===== config.mk =====
export PLATFORM = sky130hd
export DESIGN_NAME = xtrap_exec
export DESIGN_NICKNAME = d
export VERILOG_FILES = /design/src/xtrap_pkg.sv /design/src/xtrap_exec.sv
export SDC_FILE = /design/constraint.sdc
export NUM_CORES = 1
export LEC_CHECK = 0
export BUFFER_PORTS_ARGS = -buffer_cell sky130_fd_sc_hd__buf_2
export CAP_MARGIN = 20
export CORE_MARGIN = 2
export CORE_UTILIZATION = 55
export CTS_BUF_LIST = sky130_fd_sc_hd__clkbuf_16
export CTS_CLUSTER_SIZE = 12
export DETAILED_ROUTE_END_ITERATION = 6
export PLACE_DENSITY = 0.83
export SYNTH_ARGS = -nofsm -noshare
export SYNTH_HDL_FRONTEND = slang
export SYNTH_SLANG_ARGS = --single-unit
export TNS_END_PERCENT = 100

===== constraint.sdc =====
create_clock -name aclk -period 9.3 [get_ports aclk]
set_input_delay 1.86 -clock aclk [delete_from_list [all_inputs] [get_ports aclk]]
set_output_delay 1.86 -clock aclk [all_outputs]
set_load 0.005 [all_outputs]

===== src/xtrap_pkg.sv =====
// Operation
// RQ1 - Full-stack names adjust address before each store; empty-stack names adjust after.
// RQ2 - Ascending: stores increment, loads decrement; descending does the reverse.
// RQ3 - Non-stack names select increment/decrement after/before stepping.
// RQ4 - Exchange is one read then one write, locked, no interrupt between.
// RQ5 - Exchange reads base address, writes source there, old value to destination.
// RQ6 - Exchange works when source and destination registers coincide.
// RQ7 - Bus-hold output high across exchange read and write, low otherwise.
// RQ8 - Memory manager never takes the bus while bus-hold is high.
// RQ9 - Byte-select bit set means byte transfer, clear means word.
// RQ10 - Fault on exchange read, write or both takes data abort trap.
// RQ11 - Exchange costs one sequential, two non-sequential, one internal cycle.
// RQ12 - Supervisor call enters supervisor mode, vector 0x08, saves status word.
// RQ13 - Supervisor call writes next instruction address into supervisor link register.
// RQ14 - Low 24 bits of supervisor call are ignored.
// RQ15 - Supervisor call costs two sequential and one non-sequential cycle.
// RQ16 - Coprocessor operation expects no result and does not wait.
// RQ17 - Every coprocessor instruction takes the undefined instruction trap.
// RQ18 - Coprocessor operations decode only bit 4 and bits 31 to 24.
// RQ19 - Coprocessor responds only to its own number in the number field.
// RQ20 - Each instruction executes only when its condition passes.
// RQ21 - Multi transfers go in ascending register order, lowest at lowest address.
// RQ22 - Condition code comes from instruction bits 31 to 28.
// RQ23 - Failed condition changes nothing and raises no trap.
package xtrap_pkg;

  localparam logic [31:0] SVC_VECTOR = 32'h0000_0008;
  localparam logic [31:0] UNDEF_VECTOR = 32'h0000_0004;
  localparam logic [31:0] ABORT_VECTOR = 32'h0000_0010;
  localparam logic [4:0] MODE_SVC = 5'h13;
  localparam logic [4:0] MODE_UND = 5'h1b;
  localparam logic [4:0] MODE_ABT = 5'h17;
  localparam logic [4:0] MODE_USR = 5'h10;
  localparam logic [31:0] STATUS_RESET = 32'h0000_00d3;
  localparam int COND_HI = 31;
  localparam int COND_LO = 28;
  localparam int IRQ_MASK_BIT = 7;
  localparam logic [31:0] WORD_STEP = 32'h0000_0004;
  localparam logic [31:0] PC_NEXT = 32'h0000_0004;
  localparam logic [31:0] BYTE_MASK = 32'h0000_00ff;
  localparam int ADDR_OFF_CTRL = 'h00;
  localparam int ADDR_OFF_INSTR = 'h04;
  localparam int ADDR_OFF_PC = 'h08;
  localparam int ADDR_OFF_STATUS = 'h0c;
  localparam int ADDR_OFF_SAVED = 'h10;
  localparam int ADDR_OFF_LINK = 'h14;
  localparam int ADDR_OFF_RESULT = 'h18;
  localparam int ADDR_OFF_MSTART = 'h1c;
  localparam int ADDR_OFF_MEND = 'h20;
  localparam int ADDR_OFF_CYCLES = 'h24;
  localparam int ADDR_OFF_BASE = 'h28;
  localparam int ADDR_OFF_SRC = 'h2c;
  localparam logic [1:0] RESP_OKAY = 2'b00;
  localparam logic [1:0] RESP_SLVERR = 2'b10;

  typedef enum logic [3:0] {
    ST_IDLE = 4'b0000,
    ST_DECODE = 4'b0001,
    ST_XRD = 4'b0011,
    ST_XWR = 4'b0010,
    ST_XINT = 4'b0110,
    ST_TRAP = 4'b0111,
    ST_DONE = 4'b0101
  } state_type;

  typedef enum logic [2:0] {
    CLS_NONE = 3'h0,
    CLS_MULTI = 3'h1,
    CLS_XCHG = 3'h2,
    CLS_SVC = 3'h3,
    CLS_COPROC = 3'h4
  } class_type;

  typedef struct packed {
    logic req;
    logic wr;
    logic byte_sel;
    logic [31:0] addr;
    logic [31:0] wdata;
  } mem_req_type;

  typedef struct packed {
    logic done;
    logic fault;
    logic [31:0] rdata;
  } mem_rsp_type;

endpackage


===== src/xtrap_exec.sv =====
`timescale 1ns/1ps
module xtrap_exec (
  input wire logic aclk,
  input wire logic aresetn,
  input wire logic s_axi_awvalid,
  output logic s_axi_awready,
  input wire logic [7:0] s_axi_awaddr,
  input wire logic s_axi_wvalid,
  output logic s_axi_wready,
  input wire logic [31:0] s_axi_wdata,
  input wire logic [3:0] s_axi_wstrb,
  output logic s_axi_bvalid,
  input wire logic s_axi_bready,
  output logic [1:0] s_axi_bresp,
  input wire logic s_axi_arvalid,
  output logic s_axi_arready,
  input wire logic [7:0] s_axi_araddr,
  output logic s_axi_rvalid,
  input wire logic s_axi_rready,
  output logic [31:0] s_axi_rdata,
  output logic [1:0] s_axi_rresp,
  output xtrap_pkg::mem_req_type mem_req,
  input wire xtrap_pkg::mem_rsp_type mem_rsp,
  output logic bus_hold
);
  import xtrap_pkg::*;

  // Control register bits: [0] go (self-clearing), [4:1] flags NZCV
  logic [31:0] instr_ff, pc_ff, status_ff, saved_status_supervisor_ff, supervisor_link_reg_ff;
  logic [31:0] result_ff, mstart_ff, mend_ff, base_ff, src_ff;
  logic [7:0] cycles_ff;
  logic [3:0] flags_ff, cond, w_strb_ff;
  logic busy_ff, trap_und_ff, trap_abt_ff, fault_seen_ff, go_ff, bus_hold_ff, cond_ok;
  state_type state_ff;
  class_type cls;
  logic fn, fz, fc, fv;
  mem_req_type mem_req_ff;

  // Write channel: address and data may arrive in either order
  logic aw_got_ff, w_got_ff;
  logic [7:0] aw_addr_ff;
  logic [31:0] w_data_ff;
  logic awready_ff, wready_ff, bvalid_ff;
  logic arready_ff, rvalid_ff;
  logic [31:0] rdata_ff;
  logic [1:0] bresp_ff, rresp_ff;
  logic do_write;

  assign s_axi_awready = awready_ff;
  assign s_axi_wready = wready_ff;
  assign s_axi_bvalid = bvalid_ff;
  assign s_axi_bresp = bresp_ff;
  assign s_axi_arready = arready_ff;
  assign s_axi_rvalid = rvalid_ff;
  assign s_axi_rdata = rdata_ff;
  assign s_axi_rresp = rresp_ff;
  assign mem_req = mem_req_ff;
  assign bus_hold = bus_hold_ff;

  assign do_write = aw_got_ff && w_got_ff && !bvalid_ff;

  always_ff @(posedge aclk)
  begin
    if (!aresetn)
    begin
      aw_got_ff <= 1'b0;
      w_got_ff <= 1'b0;
      aw_addr_ff <= 8'h00;
      w_data_ff <= 32'h0000_0000;
      w_strb_ff <= 4'h0;
      awready_ff <= 1'b0;
      wready_ff <= 1'b0;
      bvalid_ff <= 1'b0;
      bresp_ff <= RESP_OKAY;
    end
    else
    begin
      awready_ff <= !aw_got_ff;
      wready_ff <= !w_got_ff;
      if (s_axi_awvalid && awready_ff)
      begin
        aw_got_ff <= 1'b1;
        aw_addr_ff <= s_axi_awaddr;
        awready_ff <= 1'b0;
      end
      if (s_axi_wvalid && wready_ff)
      begin
        w_got_ff <= 1'b1;
        w_data_ff <= s_axi_wdata;
        w_strb_ff <= s_axi_wstrb;
        wready_ff <= 1'b0;
      end
      if (do_write)
      begin
        bvalid_ff <= 1'b1;
        if (aw_addr_ff == 8'(ADDR_OFF_CTRL) || aw_addr_ff == 8'(ADDR_OFF_INSTR) ||
            aw_addr_ff == 8'(ADDR_OFF_BASE) || aw_addr_ff == 8'(ADDR_OFF_SRC) ||
            aw_addr_ff == 8'(ADDR_OFF_PC))
          bresp_ff <= RESP_OKAY;
        else
          bresp_ff <= RESP_SLVERR;
      end
      else if (bvalid_ff && s_axi_bready)
      begin
        bvalid_ff <= 1'b0;
        aw_got_ff <= 1'b0;
        w_got_ff <= 1'b0;
        awready_ff <= 1'b1;
        wready_ff <= 1'b1;
      end
    end
  end

  // Writes while busy are dropped so the running instruction sees stable operands
  always_ff @(posedge aclk)
  begin
    if (!aresetn)
    begin
      instr_ff <= 32'h0000_0000;
      base_ff <= 32'h0000_0000;
      src_ff <= 32'h0000_0000;
      flags_ff <= 4'h0;
      go_ff <= 1'b0;
    end
    else
    begin
      go_ff <= 1'b0;
      if (do_write && !busy_ff && w_strb_ff == 4'hf)
      begin
        if (aw_addr_ff == 8'(ADDR_OFF_CTRL))
        begin
          go_ff <= w_data_ff[0];
          flags_ff <= w_data_ff[4:1];
        end
        else if (aw_addr_ff == 8'(ADDR_OFF_INSTR))
          instr_ff <= w_data_ff;
        else if (aw_addr_ff == 8'(ADDR_OFF_BASE))
          base_ff <= w_data_ff;
        else if (aw_addr_ff == 8'(ADDR_OFF_SRC))
          src_ff <= w_data_ff;
      end
    end
  end

  always_ff @(posedge aclk)
  begin
    if (!aresetn)
    begin
      arready_ff <= 1'b0;
      rvalid_ff <= 1'b0;
      rdata_ff <= 32'h0000_0000;
      rresp_ff <= RESP_OKAY;
    end
    else
    begin
      arready_ff <= !rvalid_ff && !(s_axi_arvalid && arready_ff);
      if (s_axi_arvalid && arready_ff)
      begin
        rvalid_ff <= 1'b1;
        rresp_ff <= RESP_OKAY;
        if (s_axi_araddr == 8'(ADDR_OFF_CTRL))
          rdata_ff <= {24'h0, fault_seen_ff, trap_abt_ff, trap_und_ff, flags_ff, busy_ff};
        else if (s_axi_araddr == 8'(ADDR_OFF_INSTR))
          rdata_ff <= instr_ff;
        else if (s_axi_araddr == 8'(ADDR_OFF_PC))
          rdata_ff <= pc_ff;
        else if (s_axi_araddr == 8'(ADDR_OFF_STATUS))
          rdata_ff <= status_ff;
        else if (s_axi_araddr == 8'(ADDR_OFF_SAVED))
          rdata_ff <= saved_status_supervisor_ff;
        else if (s_axi_araddr == 8'(ADDR_OFF_LINK))
          rdata_ff <= supervisor_link_reg_ff;
        else if (s_axi_araddr == 8'(ADDR_OFF_RESULT))
          rdata_ff <= result_ff;
        else if (s_axi_araddr == 8'(ADDR_OFF_MSTART))
          rdata_ff <= mstart_ff;
        else if (s_axi_araddr == 8'(ADDR_OFF_MEND))
          rdata_ff <= mend_ff;
        else if (s_axi_araddr == 8'(ADDR_OFF_CYCLES))
          rdata_ff <= {24'h0, cycles_ff};
        else if (s_axi_araddr == 8'(ADDR_OFF_BASE))
          rdata_ff <= base_ff;
        else if (s_axi_araddr == 8'(ADDR_OFF_SRC))
          rdata_ff <= src_ff;
        else
        begin
          rdata_ff <= 32'h0000_0000;
          rresp_ff <= RESP_SLVERR;
        end
      end
      else if (rvalid_ff && s_axi_rready)
        rvalid_ff <= 1'b0;
    end
  end

  // Condition evaluation
  assign cond = instr_ff[COND_HI:COND_LO]; // RQ22
  assign {fn, fz, fc, fv} = flags_ff;
  always_comb
  begin
    case (cond)
      4'h0: cond_ok = fz;
      4'h1: cond_ok = !fz;
      4'h2: cond_ok = fc;
      4'h3: cond_ok = !fc;
      4'h4: cond_ok = fn;
      4'h5: cond_ok = !fn;
      4'h6: cond_ok = fv;
      4'h7: cond_ok = !fv;
      4'h8: cond_ok = fc && !fz;
      4'h9: cond_ok = !fc || fz;
      4'ha: cond_ok = fn == fv;
      4'hb: cond_ok = fn != fv;
      4'hc: cond_ok = !fz && (fn == fv);
      4'hd: cond_ok = fz || (fn != fv);
      4'he: cond_ok = 1'b1;
      default: cond_ok = 1'b0;
    endcase
  end

  // Class decode; coprocessor op looks only at bits 27:24 and 4
  always_comb
  begin
    if (instr_ff[27:24] == 4'hf)
      cls = CLS_SVC; // RQ14
    else if (instr_ff[27:24] == 4'he && !instr_ff[4])
      cls = CLS_COPROC; // RQ18
    else if (instr_ff[27:25] == 3'b110 || (instr_ff[27:24] == 4'he && instr_ff[4]))
      cls = CLS_COPROC; // RQ17
    else if (instr_ff[27:23] == 5'b00010 && instr_ff[21:20] == 2'b00 &&
             instr_ff[11:4] == 8'h09)
      cls = CLS_XCHG;
    else if (instr_ff[27:25] == 3'b100)
      cls = CLS_MULTI;
    else
      cls = CLS_NONE;
  end

  // Multi transfer span: count registers, lowest register at lowest address
  logic [4:0] nregs;
  logic [31:0] span;
  logic pre_b, up_b;
  always_comb
  begin
    nregs = 5'd0;
    for (int i = 0; i < 16; i++)
      nregs = nregs + 5'(instr_ff[i]);
    span = {25'h0, nregs, 2'b00};
    pre_b = instr_ff[24]; // RQ1 RQ3
    up_b = instr_ff[23]; // RQ2 RQ3
  end

  always_ff @(posedge aclk)
  begin
    if (!aresetn)
    begin
      state_ff <= ST_IDLE;
      busy_ff <= 1'b0;
      pc_ff <= 32'h0000_0000;
      status_ff <= STATUS_RESET;
      saved_status_supervisor_ff <= 32'h0000_0000;
      supervisor_link_reg_ff <= 32'h0000_0000;
      result_ff <= 32'h0000_0000;
      mstart_ff <= 32'h0000_0000;
      mend_ff <= 32'h0000_0000;
      cycles_ff <= 8'h00;
      trap_und_ff <= 1'b0;
      trap_abt_ff <= 1'b0;
      fault_seen_ff <= 1'b0;
      mem_req_ff <= '0;
      bus_hold_ff <= 1'b0;
    end
    else
    begin
      case (state_ff)
        ST_IDLE:
        begin
          if (go_ff)
          begin
            busy_ff <= 1'b1;
            trap_und_ff <= 1'b0;
            trap_abt_ff <= 1'b0;
            fault_seen_ff <= 1'b0;
            cycles_ff <= 8'h00;
            state_ff <= ST_DECODE;
          end
        end
        ST_DECODE:
        begin
          if (!cond_ok)
          begin
            pc_ff <= pc_ff + PC_NEXT; // RQ20 RQ23
            state_ff <= ST_DONE;
          end
          else if (cls == CLS_XCHG)
          begin
            mem_req_ff.req <= 1'b1; // RQ4 RQ5
            mem_req_ff.wr <= 1'b0;
            mem_req_ff.byte_sel <= instr_ff[22]; // RQ9
            mem_req_ff.addr <= base_ff;
            bus_hold_ff <= 1'b1; // RQ7
            cycles_ff <= cycles_ff + 8'h01;
            state_ff <= ST_XRD;
          end
          else if (cls == CLS_SVC)
          begin
            saved_status_supervisor_ff <= status_ff; // RQ12
            status_ff <= {status_ff[31:8], 1'b1, status_ff[6:5], MODE_SVC};
            supervisor_link_reg_ff <= pc_ff + PC_NEXT; // RQ13
            pc_ff <= SVC_VECTOR;
            cycles_ff <= 8'h03; // RQ15
            state_ff <= ST_DONE;
          end
          else if (cls == CLS_COPROC)
          begin
            // No coprocessor ever answers, so nothing is awaited
            state_ff <= ST_TRAP; // RQ16 RQ17
            trap_und_ff <= 1'b1;
          end
          else
          begin
            if (cls == CLS_MULTI)
            begin
              // Lowest transfer address and base moved by the span, ascending register order
              if (up_b)
              begin
                mstart_ff <= pre_b ? base_ff + WORD_STEP : base_ff; // RQ21
                mend_ff <= base_ff + span;
              end
              else
              begin
                mstart_ff <= pre_b ? base_ff - span : base_ff - span + WORD_STEP;
                mend_ff <= base_ff - span;
              end
            end
            pc_ff <= pc_ff + PC_NEXT;
            state_ff <= ST_DONE;
          end
        end
        ST_XRD:
        begin
          if (mem_rsp.done)
          begin
            fault_seen_ff <= fault_seen_ff | mem_rsp.fault; // RQ10
            result_ff <= instr_ff[22] ? (mem_rsp.rdata & BYTE_MASK) : mem_rsp.rdata;
            mem_req_ff.wr <= 1'b1;
            mem_req_ff.wdata <= instr_ff[22] ? (src_ff & BYTE_MASK) : src_ff; // RQ6
            cycles_ff <= cycles_ff + 8'h01;
            state_ff <= ST_XWR;
          end
        end
        ST_XWR:
        begin
          if (mem_rsp.done)
          begin
            fault_seen_ff <= fault_seen_ff | mem_rsp.fault; // RQ10
            mem_req_ff.req <= 1'b0;
            mem_req_ff.wr <= 1'b0;
            bus_hold_ff <= 1'b0; // RQ7 RQ8
            cycles_ff <= cycles_ff + 8'h01;
            state_ff <= ST_XINT;
          end
        end
        ST_XINT:
        begin
          cycles_ff <= cycles_ff + 8'h01; // RQ11
          if (fault_seen_ff)
          begin
            trap_abt_ff <= 1'b1;
            state_ff <= ST_TRAP;
          end
          else
          begin
            pc_ff <= pc_ff + PC_NEXT;
            state_ff <= ST_DONE;
          end
        end
        ST_TRAP:
        begin
          status_ff <= {status_ff[31:8], 1'b1, status_ff[6:5],
                        trap_abt_ff ? MODE_ABT : MODE_UND};
          pc_ff <= trap_abt_ff ? ABORT_VECTOR : UNDEF_VECTOR;
          state_ff <= ST_DONE;
        end
        ST_DONE:
        begin
          busy_ff <= 1'b0;
          state_ff <= ST_IDLE;
        end
        default:
          state_ff <= ST_IDLE;
      endcase
    end
  end

endmodule // xtrap_exec


-- Word-level counts from Yosys, hierarchy flattened
Cells that the tools add are included.
- output and inout port bits: 109
- memory bits (read-only): 0
- input bits: 93
- bits in writable memories: 0
- bits in registers: 445
- latch bits: 0
- memories kept: 0
- divide/modulo/power cells: 0
- bitwise operators: 7
- add/sub/neg operators: 21
- mux-type cells: 102
- shift-type cells: 0
- reduce and logical (&&, ||, !) cells: 70
- equal/unequal tests: 63
- magnitude comparators: 0
- $mul: 0
- operator list (operator ; number):
    32-bit two-way mux ; 23
    32-bit by 3-bit adder with 32-bit output (second input constant) ; 3
    32-bit one-hot mux with 3 select lines ; 1
    35-bit two-way mux ; 2
    8-bit two-way mux ; 8
    5-bit by 1-bit adder with 5-bit output ; 11
    8-bit by 6-bit == test with 1-bit output (second input constant) ; 6
    4-bit == test (second input constant) ; 10
    2-bit two-way mux ; 18
    32-bit by 7-bit adder with 32-bit output ; 1
    8-bit by 4-bit == test with 1-bit output (second input constant) ; 4
    8-bit by 5-bit == test with 1-bit output (second input constant) ; 4
    8-bit one-hot mux with 4 select lines ; 1
    32-bit by 7-bit subtractor with 32-bit output ; 1
    1-bit two-way mux ; 29
    4-bit by 3-bit == test with 1-bit output (second input constant) ; 7
    4-bit one-hot mux with 6 select lines ; 1
    2-bit != test (second input constant) ; 11
    4-bit AND reduction ; 5
    3-bit AND reduction ; 6
    4-bit by 2-bit == test with 1-bit output (second input constant) ; 4
    8-bit by 3-bit == test with 1-bit output (second input constant) ; 2
    1-bit logical AND ; 16
    8-bit logical NOT ; 2
    35 further kinds ; 87

-- Longest topological paths before layout
- word-level depth: 19
- depth in mapped cells: 25

-- Worst setup path before layout
Ideal clock, no wire load.
- kind: register -> register
- from: reg instr_ff[5]
- to: reg mstart_ff[27]
- path slack: 2.832 ns
- setup time: 0.137 ns
- required time: 9.163 ns
- arrival time: 6.331 ns
- path buffers: 0
- cell stages (with the launch flop): 21
- clock period less this slack: 6.468 ns
- path through: dfxtp_1 > inv_1 > fa_1 > fa_1 > fa_1 > fa_1 > inv_1 > ha_1 > fa_1 > a21o_1 > and2_1 > ha_1 > nor2b_1 > nor4_4 > or4_1 > a2111o_1 > or4_1 > or4_1 > o31a_1 > o311ai_1 > a31oi_1
- longest elaborated chain between the ends: 15
- ends and longest elaborated chain (element ; RTL line ; source):
    start, declared ; xtrap_exec.sv:29 ; logic [31:0] instr_ff, pc_ff, status_ff, saved_status_supervisor_ff, supervisor_link_reg_ff;
    start signal, assigned ; xtrap_exec.sv:136 ; instr_ff <= w_data_ff;
    5-bit by 1-bit adder with 5-bit output (11 in a row) ; xtrap_exec.sv:247 ; nregs = nregs + 5'(instr_ff[i]);
    32-bit by 7-bit subtractor with 32-bit output ; xtrap_exec.sv:332 ; mstart_ff <= pre_b ? base_ff - span : base_ff - span + WORD_STEP;
    32-bit by 3-bit adder with 32-bit output ; xtrap_exec.sv:332 ;
    32-bit two-way mux ; xtrap_exec.sv:332 ;
    32-bit two-way mux ; xtrap_exec.sv:325 ; if (up_b)
    end signal, assigned ; xtrap_exec.sv:327 ; mstart_ff <= pre_b ? base_ff + WORD_STEP : base_ff;
    end signal, assigned ; xtrap_exec.sv:332 ;
    end, declared ; xtrap_exec.sv:30 ; logic [31:0] result_ff, mstart_ff, mend_ff, base_ff, src_ff;
Parallel ways exist; a longest one is shown, timed or not.
A chain may end at the register's enable or synchronous reset.

-- Final worst setup path
Same ends and word-level chain as after synthesis.

==> flow_summary.json <==
{
  "run_status": "finished, violations left",
  "failed_checks": "DRC",
  "worstPathRequired_ps": 9740,
  "placement.io_buffers": 199,
  "detail_route.iter0.violations": 2838,
  "worstPathMaxFanout": 8,
  "cts_tree": "yes",
  "detail_route.vias_per_cell": 6.488,
  "synth-edff-count": 0,
  "layout-drive-gt1-share_pct": 12.33,
  "timing.max_cap.violations": 0,
  "io-pin-count": 202,
  "hold_class": "flop to flop",
  "placed_area_um2": 23000,
  "post_layout_minimum_cycle_time_ps": 7164,
  "final_area_um2": 24440,
  "synth_cell_types": 92,
  "cts-root-to-sink-buffers": 3,
  "placement_rows": 72,
  "floorplan.initialDensity_pct": 56.00,
  "die_height_um": 202.8,
  "initial_antenna_violation_count": 2,
  "synth_top_area_share_pct": 39.40,
  "finalSetupViolations": 0,
  "syn_to_final_growth_pct": 12.41,
  "cts-resized-gates": 0,
  "synthesis.area_um2": 21740,
  "route.final.wire_length_mm": 78.69,
  "die_width_um": 202.8,
  "cp_startpoint_kind": "flop",
  "final_max_slew_viol_count": 0,
  "number_of_filler_instances_in_the_final_layout": 3399,
  "cts_max_level": 2,
  "vias": 22142,
  "cell_taking_the_most_area_after_synthesis": "sky130_fd_sc_hd__dfxtp_1",
  "antenna_left": 0,
  "dp_hpwl_mm": 55.07,
  "leakage_uw": 0.008608,
  "grt_first_pass_wirelength_mm": 119.5,
  "finalHoldViolations": 0,
  "cts-buffers-inserted": 47,
  "cts-hold-fix-buffers": 0,
  "synth_seq_cells": 428,
  "antennaDiodeCount": 0,
  "cts.root.buffer_cell": "sky130_fd_sc_hd__clkbuf_16",
  "drc_violations_left": 8,
  "layout.nets": 2995,
  "via_count_of_the_first_global_routing_pass": 20533,
  "clock-skew-final_ps": 31.72,
  "crit_end_category": "flop",
  "die_area_um2": 41140,
  "multi_input_area_um2": 12200,
  "grt.overflow.total": 0,
  "power_density_nw_per_um2": 156.8,
  "commonest_register_cell_after_synthesis": "sky130_fd_sc_hd__dfxtp_1",
  "rsz0062_at_grt": "no",
  "slew-limit-headroom_pct": 24.04,
  "cts_post_setup_buffers_inserted": 0,
  "grt_max_degree": 109,
  "yosysWarnings": 0,
  "routed_wire_length_per_instance_um": 23.06,
  "fin_setup_tns_ps": 0,
  "worst-slew-pin-transition_ps": 1139,
  "worst_ep_arrival_time_ps": 7600,
  "globalRouteTotalUtil_pct": 37.24,
  "first_pass_iters": 7,
  "max_freq_mhz": 139.6,
  "cts_sinks": 428,
  "area.sequential_um2": 8569,
  "layout_worst_path_cycle_share_pct": 77.04,
  "async_flop_share_pct": 0,
  "clkLatencyLatePin_ps": 600,
  "coreArea_um2": 38830,
  "ir_worst_vdd_uv": 134.1,
  "post_synth_main_area_contributors": "sky130_fd_sc_hd__dfxtp_1 39%, sky130_fd_sc_hd__nand2_1 8.7%, sky130_fd_sc_hd__a21oi_1 8.1%",
  "syn_area_per_cell_um2": 7.791,
  "globalplace.congestion": 0.9906,
  "criticalPathCategory": "flop to flop",
  "postSynthCellCount": 2791,
  "seq_area_frac_synth_pct": 39.40,
  "cts.reportedPaths.clkPinSlew_ps": 60
}
## cell usage after synthesis, drive strengths merged (36+ instances only)
| cell | instances |
|---|---|
| clkbuf | 195 |
| nor3 | 56 |
| o21ai | 95 |
| nand2 | 502 |
| mux2i | 64 |
| inv | 52 |
| nand3 | 65 |
| xnor2 | 65 |
| xor2 | 36 |
| nand4 | 37 |
| dfxtp | 428 |
| a211oi | 46 |
| a221oi | 40 |
| a22oi | 40 |
| nand3b | 66 |
| a21oi | 352 |
| nor2 | 247 |
## per-layer routing
layer / GRT usage, % / part of all wire (%) / up-vias
li1: - / - / 10035
met1: 45.94 / 38 / 10514
met2: 59.99 / 45 / 1306
met3: 6.485 / 9.3 / 285
met4: 24.50 / 7.3 / 2
met5: 0 / 0.017 / -
## layout by cell type (no fill, tap or decap), types with 64 or more instances in the layout
cell                       Yosys  routed
sky130_fd_sc_hd__a21oi_1     352     352
sky130_fd_sc_hd__dfxtp_1     428     427
sky130_fd_sc_hd__o21ai_0      92      92
sky130_fd_sc_hd__nand3_1      65      64
sky130_fd_sc_hd__mux2i_1      64      64
sky130_fd_sc_hd__nand2_1     502     502
sky130_fd_sc_hd__nand3b_1     65      65
sky130_fd_sc_hd__xnor2_1      65      65
sky130_fd_sc_hd__buf_2         5     200
sky130_fd_sc_hd__nor2_1      246     237
## state kept, by name, indices dropped and copies added (netlist names), 30 cells and up
| register | count |
|---|---|
| mem_req | 67 |
| w_data_ff | 32 |
| supervisor_link_reg_ff | 30 |
| pc_ff | 30 |
| mstart_ff | 32 |
| mend_ff | 30 |
| instr_ff | 32 |
| result_ff | 32 |
| base_ff | 32 |
| src_ff | 32 |
| s_axi_rdata | 32 |
## power by group
part           internal [uW]  total (uW)  switching [uW]
sequential              1850        1880            27.8
combinational           47.0         160             113
clock                   1010        1790             779
## area by class of cell
cell class / instances / share of cell area [%]
clock inverter: 30 / 0.9674
multi-input combinational: 2088 / 49.90
timing repair buffer: 247 / 5.651
inverter: 54 / 0.8600
clock buffer: 48 / 4.914
tap: 518 / 2.652
sequential: 428 / 35.06
## stage by stage
step | instances | util, % | worst slack, ps | power [uW] | hold WS [ps]
2_1_floorplan | 2792 | - | 2832 | 1997 | 422.7
3_3_place_gp | 3331 | 59.11 | 2372 | 2067 | 429.6
3_5_place_dp | 3334 | 59.23 | 2222 | 2072 | 434.2
4_1_cts | 3412 | 62.93 | 2238 | 3837 | 447.8
5_1_grt | 3413 | 62.95 | 1878 | 3930 | 466.5
6_report | 3413 | 62.95 | 2136 | 3832 | 445.9
## cells by family (layout without fill, tap and decap cells)
kind of cell	after synthesis	in the layout	synth area share, %
AO/OA/AOI/OAI	735	735	21.29
XOR/XNOR	101	101	4.068
adder cells (fa/ha/maj)	36	36	2.486
buffers and inverters	276	379	4.914
flip-flops	428	428	39.40
multiplexers	66	66	3.101
other	1	2	0.01725
AND/OR/NAND/NOR	1148	1148	24.72
## path summary, 6_finish.rpt
kind	startpoint	end	cells past startpoint	slack [ps]
min	s_axi_rdata[13]$_SDFFE_PN0P_	s_axi_rdata[13]$_SDFFE_PN0P_	1	450
min reg2reg	s_axi_rdata[13]$_SDFFE_PN0P_	s_axi_rdata[13]$_SDFFE_PN0P_	1	450
max reg2reg	instr_ff[5]$_SDFFE_PN0P_	mstart_ff[27]$_SDFFE_PN0P_	19	2140
max	instr_ff[5]$_SDFFE_PN0P_	mstart_ff[27]$_SDFFE_PN0P_	19	2140
## worst max-delay path: stages (launching register included)
cell and delay [ps]:
sky130_fd_sc_hd__dfxtp_1 390, sky130_fd_sc_hd__inv_1 80, sky130_fd_sc_hd__fa_1 570, sky130_fd_sc_hd__fa_1 440
sky130_fd_sc_hd__fa_1 520, sky130_fd_sc_hd__fa_1 500, sky130_fd_sc_hd__inv_1 40, sky130_fd_sc_hd__ha_1 200
sky130_fd_sc_hd__fa_1 410, sky130_fd_sc_hd__xor2_1 190, sky130_fd_sc_hd__ha_1 480, sky130_fd_sc_hd__nor2_1 130
sky130_fd_sc_hd__o311ai_0 890, sky130_fd_sc_hd__nand4b_1 540, sky130_fd_sc_hd__and4_1 400, sky130_fd_sc_hd__a211oi_1 610
sky130_fd_sc_hd__nor4_1 180, sky130_fd_sc_hd__xnor2_1 180, sky130_fd_sc_hd__o211ai_1 170, sky130_fd_sc_hd__a31oi_1 100
Power figures use the tool's default switching activity.
